[src/core/ssirq_defines.svh]
`ifndef SSIRQ_DEFINES_SVH
`define SSIRQ_DEFINES_SVH
`define SSIRQ_OFF_RX_SYNC      12'h000
`define SSIRQ_OFF_TX_SYNC      12'h004
`define SSIRQ_OFF_STATUS       12'h008
`define SSIRQ_OFF_IRQ_ENABLE   12'h00C
`define SSIRQ_OFF_IRQ_DISABLE  12'h010
`define SSIRQ_OFF_IRQ_MASK     12'h014
`define SSIRQ_OFF_CTRL         12'h018
`define SSIRQ_BIT_TX_READY     0
`define SSIRQ_BIT_TX_DRAINED   1
`define SSIRQ_BIT_END_TX_DMA   2
`define SSIRQ_BIT_TX_BUF_EMPTY 3
`define SSIRQ_BIT_RX_READY     4
`define SSIRQ_BIT_RX_OVERRUN   5
`define SSIRQ_BIT_END_RX_DMA   6
`define SSIRQ_BIT_RX_BUF_FULL  7
`define SSIRQ_BIT_TX_SYNC      10
`define SSIRQ_BIT_RX_SYNC      11
`define SSIRQ_BIT_TX_EN        16
`define SSIRQ_BIT_RX_EN        17
`define SSIRQ_IRQ_MASK_BITS    32'h00000CFF
`define SSIRQ_SYNC_WIDTH       16
`define SSIRQ_EDGE_RISING      1'h0
`define SSIRQ_EDGE_FALLING     1'h1
`endif

[src/core/ssirq_pkg.sv]
package ssirq_pkg;
  // Events reported by the surrounding serial engine, one clock pulse or level each.
  typedef struct packed {
    logic tx_hold_empty;   // Level: transmit holding register empty.
    logic tx_shift_idle;   // Level: shifter idle, nothing pending.
    logic tx_dma_zero;     // Level: transmit dma counter is zero.
    logic tx_next_zero;    // Level: transmit next counter is zero.
    logic rx_dma_zero;     // Level: receive dma counter is zero.
    logic rx_next_zero;    // Level: receive next counter is zero.
    logic tx_cnt_write;    // Pulse: software wrote a transmit counter.
    logic rx_cnt_write;    // Pulse: software wrote a receive counter.
    logic rx_load;         // Pulse: receive holding register loaded.
    logic rx_hold_read;    // Pulse: receive holding register read.
    logic rx_sync_pulse;   // Pulse: receive frame-sync event.
  } ssirq_event_type;
  typedef enum logic [1:0] {
    SSIRQ_IDLE,
    SSIRQ_WRITE
  } ssirq_phase_type;
endpackage

[src/core/ssirq_regs.sv]
// Design decisions made here: register access over AHB-Lite and the register offsets.
`include "ssirq_defines.svh"
`timescale 1ns/1ns
`default_nettype none
module ssirq_regs (
  input  wire logic                      mclk,            // System clock, 50 MHz.
  input  wire logic                      rstn,            // Asynchronous reset, active low.
  input  wire logic                      hsel,            // AHB slave select.
  input  wire logic [11:0]               haddr,           // AHB byte address.
  input  wire logic [1:0]                htrans,          // AHB transfer type.
  input  wire logic                      hwrite,          // AHB write flag.
  input  wire logic [2:0]                hsize,           // AHB transfer size.
  input  wire logic [31:0]               hwdata,          // AHB write data.
  input  wire logic                      hready,          // AHB bus ready.
  output logic      [31:0]               hrdata,          // AHB read data.
  output logic                           hreadyout,       // AHB slave ready.
  output logic                           hresp,           // AHB response, always OKAY.
  input  wire ssirq_pkg::ssirq_event_type ev,             // Engine events, same clock.
  input  wire logic [15:0]               rx_sync_capture, // Captured receive sync bits.
  input  wire logic                      rx_sync_valid,   // Pulse: capture word valid.
  input  wire logic                      tx_frame_sync,   // Transmit frame-sync pin.
  output logic      [15:0]               tx_sync_bits,    // Transmit sync data to shifter.
  output logic                           transmitter_enabled, // Transmit enable control.
  output logic                           receiver_enabled,    // Receive enable control.
  output logic                           irq              // Level interrupt, active high.
);
  logic [31:0] addr_reg;
  logic        wr_reg;
  logic        rd_reg;
  logic [15:0] rx_sync_reg;
  logic [15:0] tx_sync_reg;
  logic [31:0] mask_reg;
  logic [2:0]  ctrl_reg;
  logic        end_tx_reg;
  logic        end_rx_reg;
  logic        overrun_reg;
  logic        rx_full_reg;
  logic        tx_syn_reg;
  logic        rx_syn_reg;
  logic        fs_meta_reg;
  logic        fs_sync_reg;
  logic        fs_prev_reg;
  logic        tx_edge;
  logic        status_read;
  logic [31:0] status;
  logic        tx_zero_prev_reg;
  logic        rx_zero_prev_reg;

  // Returns true when the latched address phase targets the given offset.
  function automatic logic hit(input logic [31:0] a, input logic [11:0] off);
    hit = (a[11:2] == off[11:2]);
  endfunction

  // Address phase capture; single transfers only so no wait states are needed.
  always_ff @(posedge mclk or negedge rstn) begin
    if (!rstn) begin
      addr_reg <= 32'h00000000;
      wr_reg   <= 1'b0;
      rd_reg   <= 1'b0;
    end else if (hready) begin
      addr_reg <= {20'h00000, haddr};
      wr_reg   <= hsel && htrans[1] && hwrite;
      rd_reg   <= hsel && htrans[1] && !hwrite;
    end
  end

  // The slave never stretches a transfer and always answers OKAY.
  assign hreadyout = 1'b1;
  assign hresp     = 1'b0;
  assign status_read = rd_reg && hit(addr_reg, `SSIRQ_OFF_STATUS);

  // Frame-sync pin passes two flops before edge detection.
  always_ff @(posedge mclk or negedge rstn) begin
    if (!rstn) begin
      fs_meta_reg <= 1'b0;
      fs_sync_reg <= 1'b0;
      fs_prev_reg <= 1'b0;
    end else begin
      fs_meta_reg <= tx_frame_sync;
      fs_sync_reg <= fs_meta_reg;
      fs_prev_reg <= fs_sync_reg;
    end
  end
  assign tx_edge = (ctrl_reg[2] == `SSIRQ_EDGE_RISING) ? (fs_sync_reg && !fs_prev_reg) :
                   (!fs_sync_reg && fs_prev_reg);

  // Sync holding registers; receive side loads from capture, software may also write it.
  always_ff @(posedge mclk or negedge rstn) begin
    if (!rstn) begin
      rx_sync_reg <= 16'h0000;
      tx_sync_reg <= 16'h0000;
    end else begin
      if (rx_sync_valid) begin
        rx_sync_reg <= rx_sync_capture;
      end else if (wr_reg && hit(addr_reg, `SSIRQ_OFF_RX_SYNC)) begin
        rx_sync_reg <= hwdata[15:0];
      end
      if (wr_reg && hit(addr_reg, `SSIRQ_OFF_TX_SYNC)) begin
        tx_sync_reg <= hwdata[15:0];
      end
    end
  end
  assign tx_sync_bits = tx_sync_reg;

  // Control: bit 0 transmit enable, bit 1 receive enable, bit 2 sync edge select.
  always_ff @(posedge mclk or negedge rstn) begin
    if (!rstn) begin
      ctrl_reg <= 3'h0;
    end else if (wr_reg && hit(addr_reg, `SSIRQ_OFF_CTRL)) begin
      ctrl_reg <= hwdata[2:0];
    end
  end
  assign transmitter_enabled = ctrl_reg[0];
  assign receiver_enabled    = ctrl_reg[1];

  // Interrupt mask; set and clear writes never overlap as they sit at different offsets.
  always_ff @(posedge mclk or negedge rstn) begin
    if (!rstn) begin
      mask_reg <= 32'h00000000;
    end else if (wr_reg && hit(addr_reg, `SSIRQ_OFF_IRQ_ENABLE)) begin
      mask_reg <= mask_reg | (hwdata & `SSIRQ_IRQ_MASK_BITS);
    end else if (wr_reg && hit(addr_reg, `SSIRQ_OFF_IRQ_DISABLE)) begin
      mask_reg <= mask_reg & ~hwdata;
    end
  end

  // Dma end flags latch on the counter's arrival at zero; a counter write clears them.
  // A zero reached in the same cycle as the write wins, so no event is lost.
  always_ff @(posedge mclk or negedge rstn) begin
    if (!rstn) begin
      end_tx_reg       <= 1'b0;
      end_rx_reg       <= 1'b0;
      tx_zero_prev_reg <= 1'b1;
      rx_zero_prev_reg <= 1'b1;
    end else begin
      tx_zero_prev_reg <= ev.tx_dma_zero;
      rx_zero_prev_reg <= ev.rx_dma_zero;
      if (ev.tx_dma_zero && !tx_zero_prev_reg) begin
        end_tx_reg <= 1'b1;
      end else if (ev.tx_cnt_write) begin
        end_tx_reg <= 1'b0;
      end
      if (ev.rx_dma_zero && !rx_zero_prev_reg) begin
        end_rx_reg <= 1'b1;
      end else if (ev.rx_cnt_write) begin
        end_rx_reg <= 1'b0;
      end
    end
  end

  // Receive holding occupancy and overrun; a new load beats a concurrent read.
  always_ff @(posedge mclk or negedge rstn) begin
    if (!rstn) begin
      rx_full_reg <= 1'b0;
      overrun_reg <= 1'b0;
    end else begin
      if (ev.rx_load) begin
        rx_full_reg <= 1'b1;
      end else if (ev.rx_hold_read) begin
        rx_full_reg <= 1'b0;
      end
      if (ev.rx_load && rx_full_reg && !ev.rx_hold_read) begin
        overrun_reg <= 1'b1;
      end else if (status_read) begin
        overrun_reg <= 1'b0;
      end
    end
  end

  // Sync seen flags stick until the status word is read; a new event wins over the read.
  always_ff @(posedge mclk or negedge rstn) begin
    if (!rstn) begin
      tx_syn_reg <= 1'b0;
      rx_syn_reg <= 1'b0;
    end else begin
      if (tx_edge) begin
        tx_syn_reg <= 1'b1;
      end else if (status_read) begin
        tx_syn_reg <= 1'b0;
      end
      if (ev.rx_sync_pulse) begin
        rx_syn_reg <= 1'b1;
      end else if (status_read) begin
        rx_syn_reg <= 1'b0;
      end
    end
  end

  // Status word assembly.
  always_comb begin
    status = 32'h00000000;
    status[`SSIRQ_BIT_TX_READY]     = ev.tx_hold_empty;
    status[`SSIRQ_BIT_TX_DRAINED]   = ev.tx_hold_empty && ev.tx_shift_idle;
    status[`SSIRQ_BIT_END_TX_DMA]   = end_tx_reg;
    status[`SSIRQ_BIT_TX_BUF_EMPTY] = ev.tx_dma_zero && ev.tx_next_zero;
    status[`SSIRQ_BIT_RX_READY]     = rx_full_reg;
    status[`SSIRQ_BIT_RX_OVERRUN]   = overrun_reg;
    status[`SSIRQ_BIT_END_RX_DMA]   = end_rx_reg;
    status[`SSIRQ_BIT_RX_BUF_FULL]  = ev.rx_dma_zero && ev.rx_next_zero;
    status[`SSIRQ_BIT_TX_SYNC]      = tx_syn_reg;
    status[`SSIRQ_BIT_RX_SYNC]      = rx_syn_reg;
    status[`SSIRQ_BIT_TX_EN]        = ctrl_reg[0];
    status[`SSIRQ_BIT_RX_EN]        = ctrl_reg[1];
  end

  // Read mux; write-only and unmapped offsets read as zero.
  always_comb begin
    hrdata = 32'h00000000;
    if (rd_reg) begin
      if (hit(addr_reg, `SSIRQ_OFF_RX_SYNC)) begin
        hrdata = {16'h0000, rx_sync_reg};
      end else if (hit(addr_reg, `SSIRQ_OFF_TX_SYNC)) begin
        hrdata = {16'h0000, tx_sync_reg};
      end else if (hit(addr_reg, `SSIRQ_OFF_STATUS)) begin
        hrdata = status;
      end else if (hit(addr_reg, `SSIRQ_OFF_IRQ_MASK)) begin
        hrdata = mask_reg;
      end else if (hit(addr_reg, `SSIRQ_OFF_CTRL)) begin
        hrdata = {29'h00000000, ctrl_reg};
      end
    end
  end

  // Interrupt level from enabled status bits.
  always_ff @(posedge mclk or negedge rstn) begin
    if (!rstn) begin
      irq <= 1'b0;
    end else begin
      irq <= |(status & mask_reg);
    end
  end
endmodule
`default_nettype wire

[config.mk]
export PLATFORM = sky130hd
export DESIGN_NAME = ssirq_regs
export DESIGN_NICKNAME = d
export VERILOG_FILES = /design/src/core/ssirq_pkg.sv /design/src/core/ssirq_regs.sv
export VERILOG_INCLUDE_DIRS = /design/src /design/src/core
export SDC_FILE = /design/constraint.sdc
export NUM_CORES = 1
export LEC_CHECK = 0
export ABC_AREA = 1
export BUFFER_PORTS_ARGS = -buffer_cell sky130_fd_sc_hd__buf_2
export CAP_MARGIN = 40
export CORE_UTILIZATION = 35
export DETAILED_ROUTE_END_ITERATION = 8
export GPL_TIMING_DRIVEN = 0
export PLACE_DENSITY = 0.7
export SLEW_MARGIN = 15
export SYNTH_ARGS = -nofsm -noshare
export SYNTH_HDL_FRONTEND = slang
export SYNTH_SLANG_ARGS = --single-unit
export TNS_END_PERCENT = 20
[constraint.sdc]
create_clock -name mclk -period 2.7 [get_ports mclk]
set_input_delay 0 -clock mclk [delete_from_list [all_inputs] [get_ports mclk]]
set_output_delay 0 -clock mclk [all_outputs]
set_load 0.05 [all_outputs]
# Yosys cells after proc, flatten, opt, wreduce, memory -nomap -nowiden

Cells that the tools add are included.

Input port bits: 83
Register bits: 93
Output and inout bits: 53

Reduce and logical (&&, ||, !) cells: 34
Equality and inequality tests: 6
Bitwise logic cells: 4
Multiplexer cells: 21

Operators by type and width:

| operator                                                          | count |
|---|---|
| 32-bit two-way mux                                                | 7 |
| 18-bit by 32-bit bitwise AND with 32-bit output                   | 1 |
| 32-bit bitwise AND                                                | 1 |
| 16-bit two-way mux                                                | 2 |
| 32-bit NOT                                                        | 1 |
| 32-bit by 12-bit bitwise OR with 32-bit output                    | 1 |
| 32-bit OR reduction                                               | 1 |
| 10-bit by 3-bit == test with 1-bit output (second input constant) | 3 |
| 10-bit by 2-bit == test with 1-bit output (second input constant) | 2 |
| 1-bit logical AND                                                 | 18 |
| 2-bit nonzero test                                                | 8 |
| 1-bit two-way mux                                                 | 11 |
| 10-bit by 1-bit == test with 1-bit output (second input constant) | 1 |
| 10-bit zero test                                                  | 1 |
| 1-bit zero test                                                   | 6 |
| 3-bit two-way mux                                                 | 1 |

# Depth between registers and ports, before layout

Gate-level depths: netlist (run 1).

Word-level depth: 7
Gate-level depth with buffers: 9

# Worst setup path after synthesis (run 1)

Ideal clock, no wire load.

Path kind: reg2out
Start point: register addr_reg[11]
End point: output hrdata[28]
Buffers on the path: 0
Data required time: 2.700 ns
Cell stages (with the launch flop): 6
Setup slack: 0.700 ns
Arrival: 2.000 ns
Cell sequence: dfrtp_1 -> nor2_2 -> nand2_2 -> nor2_4 -> nand2_4 -> nor3_1

Longest elaborated chain between the ends: 6
Elaborated cells between the ends (all ways): 9
Classes of those cells: 3 x eq/ne; 5 x mux; 1 x reduce/logical

RTL lines:

| element                                   | line              | source |
|---|---|---|
| start, declared                           | ssirq_regs.sv:27  | `logic [31:0] addr_reg;` |
| start signal, assigned                    | ssirq_regs.sv:61  | `addr_reg <= {20'h00000, haddr};` |
| 10-bit by 3-bit == test with 1-bit output | ssirq_regs.sv:51  | `hit = (a[11:2] == off[11:2]);` |
| 32-bit two-way mux                        | ssirq_regs.sv:216 | `` end else if (hit(addr_reg, `SSIRQ_OFF_IRQ_MASK)) begin `` |
| 32-bit two-way mux                        | ssirq_regs.sv:214 | `` end else if (hit(addr_reg, `SSIRQ_OFF_STATUS)) begin `` |
| 32-bit two-way mux                        | ssirq_regs.sv:212 | `` end else if (hit(addr_reg, `SSIRQ_OFF_TX_SYNC)) begin `` |
| 32-bit two-way mux (*)                    | ssirq_regs.sv:210 | `` if (hit(addr_reg, `SSIRQ_OFF_RX_SYNC)) begin `` |
| 32-bit two-way mux (*)                    | ssirq_regs.sv:209 | `if (rd_reg) begin` |
| end, declared                             | ssirq_regs.sv:15  | `output logic [31:0] hrdata,` |

Every way passes the cells marked *; elsewhere a longest branch is shown, timed or not.

# Worst setup path in the final report (run 1)

Start point: register addr_reg[7]
End point: output hrdata[3]

Same word-level chain as after synthesis.

==> out/qor.yml, run 1 <==
pwr:
  peakVddDrop_mv: 0.260
  power.density_mw_per_mm2: 491
  p_total_uw: 3200
  leakage_uw: 0.00330
worst_setup_path:
  rr_startpoint: "addr_reg[11]$_DFFE_PN0P_"
  crit_fanout: 9
  critPathLaunchType: "flop"
  rrSetupSlack_ns: 0.54
  crit_arrival_ns: 2.29
  r2r_cells: 10
  critPathKind: "flop to output port"
  cp-startpoint: "addr_reg[7]$_DFFE_PN0P_"
  crit_path_end_kind: "output port"
  reg2reg_to: "rx_sync_reg[5]$_DFFE_PN0P_"
  crit_required_ns: 2.70
  endpoint: "hrdata[3]"
clock_tree:
  clk_latency_ns: 0.35
  ctsResizeCount: 0
  numCtsBuffers: 9
  clk_pin_slew_ns: 0.06
  cts_max_level: 3
  clock_sinks: 91
  cts_tree: "yes"
  clockBufferDepth: 2
  cts-root-buf: "clkbuf_16"
sta:
  clock_skew_ns: 0.00916
  fin_crit_sh_pct: 84.7
  setup-tns-final_ns: 0
  timing.final.ws_setup_ns: 0.414
  setup-violations-final: 0
  period_needed_ns: 2.29
  tightest_slew_ns: 0.524
  slew_violations: 0
  fmax_mhz: 437
  final_hold_viol_count: 0
  rsz0062_at_grt: "no"
  relSlewSlack_pct: 65.1
place:
  dp_hpwl_mm: 9.59
  port-buffer-count: 126
  post-place-ws_ns: 0.814
  gp_congestion: 0.837
  placed_area_mm2: 0.00543
route:
  routedWlPerCell_um: 15.0
  first_pass_iters: 5
  drt-total-wl_mm: 13.8
  antenna_left: 0
  num_vias: 4551
  via_per_inst: 4.95
  drt_iter0_markers: 354
  drc: 0
grt:
  grt_usage_pct: 21.4
  grt_start_max_net_pins: 55
  antenna_found_initial: 0
  first_global_vias: 4379
  overflow: 0
  grt_pass1_wl_mm: 21.7
logic_synthesis:
  synth_cell_types: 38
  synth_nets: 611
  avgSynthCellArea_um2: 8.63
  syn_inst: 528
  syn_area_mm2: 0.00456
  seq_area_frac_synth_pct: 50.0
  synthTopCellsByArea: "dfrtp_1 (49%), nand2_1 (8.4%), nand3_1 (7.0%)"
  yosys.area.top_type_share_pct: 48.9
  yosys_register_bits: 91
  yosys.area.top_type: "dfrtp_1"
  yosysWarnings: 0
die:
  initial_utilization_pct: 36.0
  num_rows: 41
  die-area_mm2: 0.0135
  die_y_um: 116
  ios: 136
  die_w_um: 116
  core_mm2: 0.0127
hold_path:
  worstHoldPathType: "input port to flop"
final_layout:
  final_common_cell: "buf_2"
  final_nets: 826
  layout_common_cells: "buf_2 (129), nand2_1 (102), dfrtp_1 (89), dlygate4sd3_1 (77), nand3_1 (64)"
  finalInstanceArea_mm2: 0.00651
  area_delta_synth_final_pct: 42.8
  diodes: 0
  drive_gt1_share_pct: 28.2
job:
  drv_cap: 0
run_status:
  outcome: "finished, final reports clean"
worst min path at each step:
stage | startpoint | to | slack (ns) | cells after the start
3_5_place_dp | rstn | fs_meta_reg$_DFF_PN0_ | 0.008 | 1
4_1_cts | rx_sync_capture[12] | rx_sync_reg[12]$_DFFE_PN0P_ | 0.0007 | 5
6_report | hwdata[0] | tx_sync_bits[0]$_DFFE_PN0P_ | 0.0006 | 3
5_1_grt | hwdata[0] | tx_sync_bits[0]$_DFFE_PN0P_ | 0.03 | 3
2_1_floorplan | rstn | async pin | -0.30 | 0
3_3_place_gp | tx_frame_sync | fs_meta_reg$_DFF_PN0_ | 0.11 | 1
metal layers:
layer	GRT usage [%]	share of wire [%]	vias up
met3	2.85	6.4	29
met5	0	0	-
met2	35.6	47	192
met1	27.9	44	2155
li1	-	-	2175
met4	9.74	2.5	0
final cells by class:
type / count / area, µm²
Fill cell: 1198 / 6160
Sequential cell: 91 / 2280
Multi-Input combinational cell: 360 / 1910
Timing Repair Buffer: 204 / 1430
Clock buffer: 10 / 239
Tap cell: 172 / 215
Inverter: 52 / 201
Buffer: 25 / 170
Clock inverter: 6 / 65.1
cell families after synthesis:
group / Yosys count / share of synthesized area (%)
AO/OA/AOI/OAI: 111 / 14.8
flip-flops: 91 / 50.0
multiplexers: 6 / 1.48
AND/OR/NAND/NOR: 241 / 25.4
buffers and inverters: 77 / 8.15
other: 2 / 0.165
per-stage QoR:
| step | util [%] | hold WS [ns] | cells |
|---|---|---|---|
| after global routing | 51.4 | 0.0256 | 920 |
| final | 51.4 | 0.000638 | 920 |
| after global placement | 42.6 | 0.109 | 826 |
| after detailed placement | 42.9 | 0.00753 | 827 |
| after floorplan | - | -0.296 | 528 |
| after CTS | 51.4 | 0.000737 | 920 |
critical path: stages, from the launching register on:
cell and delay (ns):
dfrtp_1 0.38, nor2_2 0.16, nand2_4 0.12, nor2_2 0.32, nand2_2 0.20, o21ai_0 0.22
nor2_1 0.06, nor2_1 0.17, buf_2 0.31
cells in the mapped netlist:
| master | number |
|---|---|
| a21boi_0 | 7 |
| a21boi_1 | 3 |
| a21oi_1 | 12 |
| a22o_1 | 2 |
| buf_1 | 1 |
| buf_2 | 4 |
| buf_4 | 5 |
| buf_6 | 7 |
| clkbuf_1 | 8 |
| clkinv_2 | 1 |
| clkinv_4 | 1 |
| conb_1 | 2 |
| dfrtp_1 | 89 |
| dfstp_2 | 2 |
| inv_1 | 46 |
| inv_2 | 4 |
| mux2_2 | 6 |
| nand2_1 | 102 |
| nand2_2 | 5 |
| nand2_4 | 5 |
| nand3_1 | 64 |
| nand3_4 | 1 |
| nand4_1 | 12 |
| nor2_1 | 35 |
| nor2_2 | 5 |
| nor2_4 | 2 |
| nor2_8 | 1 |
| nor3_1 | 5 |
| nor3_4 | 1 |
| nor4_2 | 1 |
| o21a_1 | 6 |
| o21ai_0 | 45 |
| o21ai_1 | 14 |
| o21ai_2 | 16 |
| o21bai_1 | 2 |
| o22ai_1 | 4 |
| or2_4 | 1 |
| or3_1 | 1 |
power by group:
group | internal [µW] | total [µW] | switching, µW
sequential | 1430 | 1480 | 47.3
combinational | 197 | 435 | 238
clock | 743 | 1290 | 544
repair_timing:
item                                   in CTS  in global routing
endpoints found under the hold margin     107                  0
buffers inserted                            0                  0
hold buffers                               77                  0
(Power assumes the default switching activity.)
==> run 2: changes to the inputs <==
- ABC_AREA: 1 -> 0
- PLACE_DENSITY: 0.7 -> 0.72
- clock period: 2.7 -> 1.9 ns (I/O delays scaled with it)
==> run 2 against run 1 <==
Compared with the run above:
- the run now ends with setup timing left
- hold slack better by 0.055 ns
- sequential power up 42%
- largest power group unchanged
- design area grew 8.4%
- die area down 3.2%
==> out/qor.yml, run 2 <==
grt:
  grt_start_max_net_pins: 52  # -5.5%
  grt_usage_pct: 23.5  # +2.1 points
  overflow: 0  # unchanged
  grt_pass1_wl_mm: 23.1  # +6.8%
  first_global_vias: 4299  # -1.8%
  antenna_found_initial: 1  # +1
logic_synthesis:
  yosysWarnings: 0  # unchanged
  syn_inst: 405  # -23%
  avgSynthCellArea_um2: 10.9  # +26%
  yosys_register_bits: 91  # unchanged
  yosys.cell_count.top_type: "dfrtp_1"
  synthFlopType: "dfrtp_1"
  synthTopCellsByArea: "dfrtp_1 (50%), mux2_2 (6.9%), a21oi_1 (4.4%)"
  synth_cell_types: 49  # +29%
  synth_nets: 488  # -20%
  yosys-top-cells-count: "dfrtp_1 (89), a21oi_1 (39), mux2_2 (27), a21boi_0 (25), nand2_1 (24)"
  yosys.area.top_type_share_pct: 50.5  # +1.6 points
  syn_area_mm2: 0.00441  # -3.2%
  seq_area_frac_synth_pct: 51.7  # +1.7 points
  yosys.area.top_type: "dfrtp_1"
  async_reset_ff_share_pct: 100  # unchanged
  synth_edf_count: 0  # unchanged
sta:
  slew_violations: 0  # unchanged
  timing.final.ws_setup_ns: -0.491  # -0.904 ns
  rsz0062_at_grt: "yes"
  setup-violations-final: 91  # +91
  final_hold_viol_count: 0  # unchanged
  period_needed_ns: 2.39
  fin_crit_sh_pct: 126
  tightest_slew_ns: 0.803  # +0.279 ns
  relSlewSlack_pct: 46.2  # -19 points
  fmax_mhz: 418
  clock_skew_ns: 0.00631  # -0.00285 ns
route:
  drt_iter0_markers: 262  # -26%
  num_vias: 4205  # -7.6%
  wl_met1_mm: 6.19  # +1.6%
  wl_met2_mm: 7.56  # +16%
  via_per_inst: 5.23  # +5.7%
  routedWlPerCell_um: 18.6  # +24%
  route.met3.wl_um: 953  # +8.5%
  drc: 0  # unchanged
  antenna_left: 0  # unchanged
  drt-total-wl_mm: 15.0  # +8.2%
  highest_layer: "met4"
  first_pass_iters: 4  # -1
pwr:
  leakage_uw: 0.00319  # -3.3%
  internal_power_uw: 3390  # +43%
  p_total_uw: 4650  # +45%
  power_frac_seq_pct: 45.2  # -0.9 points
  p_sw_uw: 1260  # +52%
  p_clk_share_pct: 38.1  # -2.1 points
  peakVddDrop_mv: 0.435  # +67%
  p_comb_share_pct: 16.7  # +3.1 points
  power.density_mw_per_mm2: 659  # +34%
  switching_share_pct: 27.0  # +1.1 points
worst_setup_path:
  cp-startpoint: "addr_reg[6]$_DFFE_PN0P_"
  crit_arrival_ns: 2.39  # +0.10 ns
  crit_path_end_kind: "output port"
  rrSetupSlack_ns: -0.23  # -0.77 ns
  crit_required_ns: 1.90  # -0.80 ns
  crit_fanout: 8  # -1
  crit_slowest_cell: "or4_4"
  rr_startpoint: "addr_reg[6]$_DFFE_PN0P_"
  critPathLaunchType: "flop"
  slowest_delay_ns: 0.59  # +0.21 ns
  crit_chain: "or4_4, buf_4, nor2_4, buf_8, nand2_4, a2111oi_4, buf_6"
  critPathKind: "flop to output port"
die:
  ios: 136  # unchanged
  die_y_um: 114  # -1.6%
  initial_utilization_pct: 36.3  # +0.30 points
  core_mm2: 0.0122  # -4.0%
  num_rows: 40  # -2.4%
  die_w_um: 114  # -1.6%
  die-area_mm2: 0.0131  # -3.2%
clock_tree:
  numCtsBuffers: 9  # unchanged
  cts-root-buf: "clkbuf_16"
  clk_pin_slew_ns: 0.07  # about the same
  clk_latency_ns: 0.35  # about the same
  cts_tree: "yes"
  clock_sinks: 91  # unchanged
  clockBufferDepth: 2  # unchanged
  cts_max_level: 3  # unchanged
hold_path:
  worstHoldPathType: "input port to flop"
  min-delay-start: "rx_sync_valid"
final_layout:
  fin_util_pct: 58.0  # +6.6 points
  final_common_cell: "buf_2"
  final_nets: 714  # -14%
  layout_common_cells: "buf_2 (95), dfrtp_1 (89), dlygate4sd3_1 (74), a21oi_1 (39), mux2_2 (27)"
  drive_gt1_share_pct: 41.4  # +13 points
  area_delta_synth_final_pct: 59.9
  diodes: 0  # unchanged
place:
  gp_congestion: 0.907  # +8.3%
  port-buffer-count: 126  # unchanged
  dp_hpwl_mm: 9.83  # +2.5%
run_status:
  violations: "setup timing"
  outcome: "finished with violations"
job:
  drv_cap: 0  # unchanged
[run 2: stage by stage]
stage	hold slack [ns]	area [µm²]	setup TNS, ns	setup slack (ns)	cells
2_1_floorplan	-0.296	4560	-2.29	-0.186	405
3_3_place_gp	0.115	5410	-15.30	-0.377	699
3_5_place_dp	0.0224	5450	-19.17	-0.400	701
4_1_cts	0.0416	6860	-19.26	-0.510	797
5_1_grt	0.0701	7050	-26.14	-0.572	804
6_report	0.0559	7050	-20.12	-0.491	804
[run 2: final cells by class]
type | count | area, µm²
clock buffer | 9 | 225
buffer | 27 | 215
tap | 168 | 210
inverter | 9 | 33.8
timing repair buffer | 216 | 1810
fill | 1015 | 5110
clock inverter | 7 | 67.6
multi-input combinational | 277 | 2210
sequential | 91 | 2280
[run 2: what timing repair did]
action | CTS | global route
gates resized for setup | 105 | 47
pin swaps | 18 | 16
hold endpoints to repair | 127 | 0
hold buffers | 74 | 0
setup endpoints to repair | 91 | 97
buffers inserted | 5 | 8
gates cloned | 1 | 0
[run 2: worst paths after layout]
kind / to / depth (start not counted)
max in group asynchronous: rx_zero_prev_reg$_DFF_PN1_ / 3
setup / recovery: hrdata[3] / 7
hold / removal: rx_sync_reg[1]$_DFFE_PN0P_ / 3
min in group asynchronous: mask_reg[29]$_DFFE_PN0P_ / 2
setup reg to reg: ctrl_reg[1]$_DFFE_PN0P_ / 6
hold reg to reg: fs_sync_reg$_DFF_PN0_ / 0
[run 2: power groups by stage]
stage	clock network, µW	logic (µW)	registers (µW)
after floorplan	0	300	2190
after global placement	0	604	2130
after detailed placement	0	628	2130
after CTS	1820	758	2100
after global routing	1890	838	2110
final	1770	776	2100
[run 2: cells by family (layout without fill, tap and decap cells)]
kind of cell / Yosys count / count (layout) / synth area share, %
buf+inv: 37 / 268 / 3.83
mux: 42 / 42 / 11.4
flops: 91 / 91 / 51.7
simple gates: 103 / 103 / 13.2
compound gates: 130 / 130 / 19.7
other cells: 2 / 2 / 0.170
[run 2: layer usage]
layer / vias up / track usage [%]
met1: 2102 / 29.2
met5: - / 0
met3: 23 / 6.35
met4: 0 / 6.15
met2: 153 / 40.4
li1: 1927 / -
[run 2: critical path, delay by kind of cell, from the launching register on]
family	cells	cell delay, ns
buffers and inverters	3	0.53
AND/OR/NAND/NOR	3	0.77
AO/OA/AOI/OAI	1	0.34
flip-flops	1	0.39
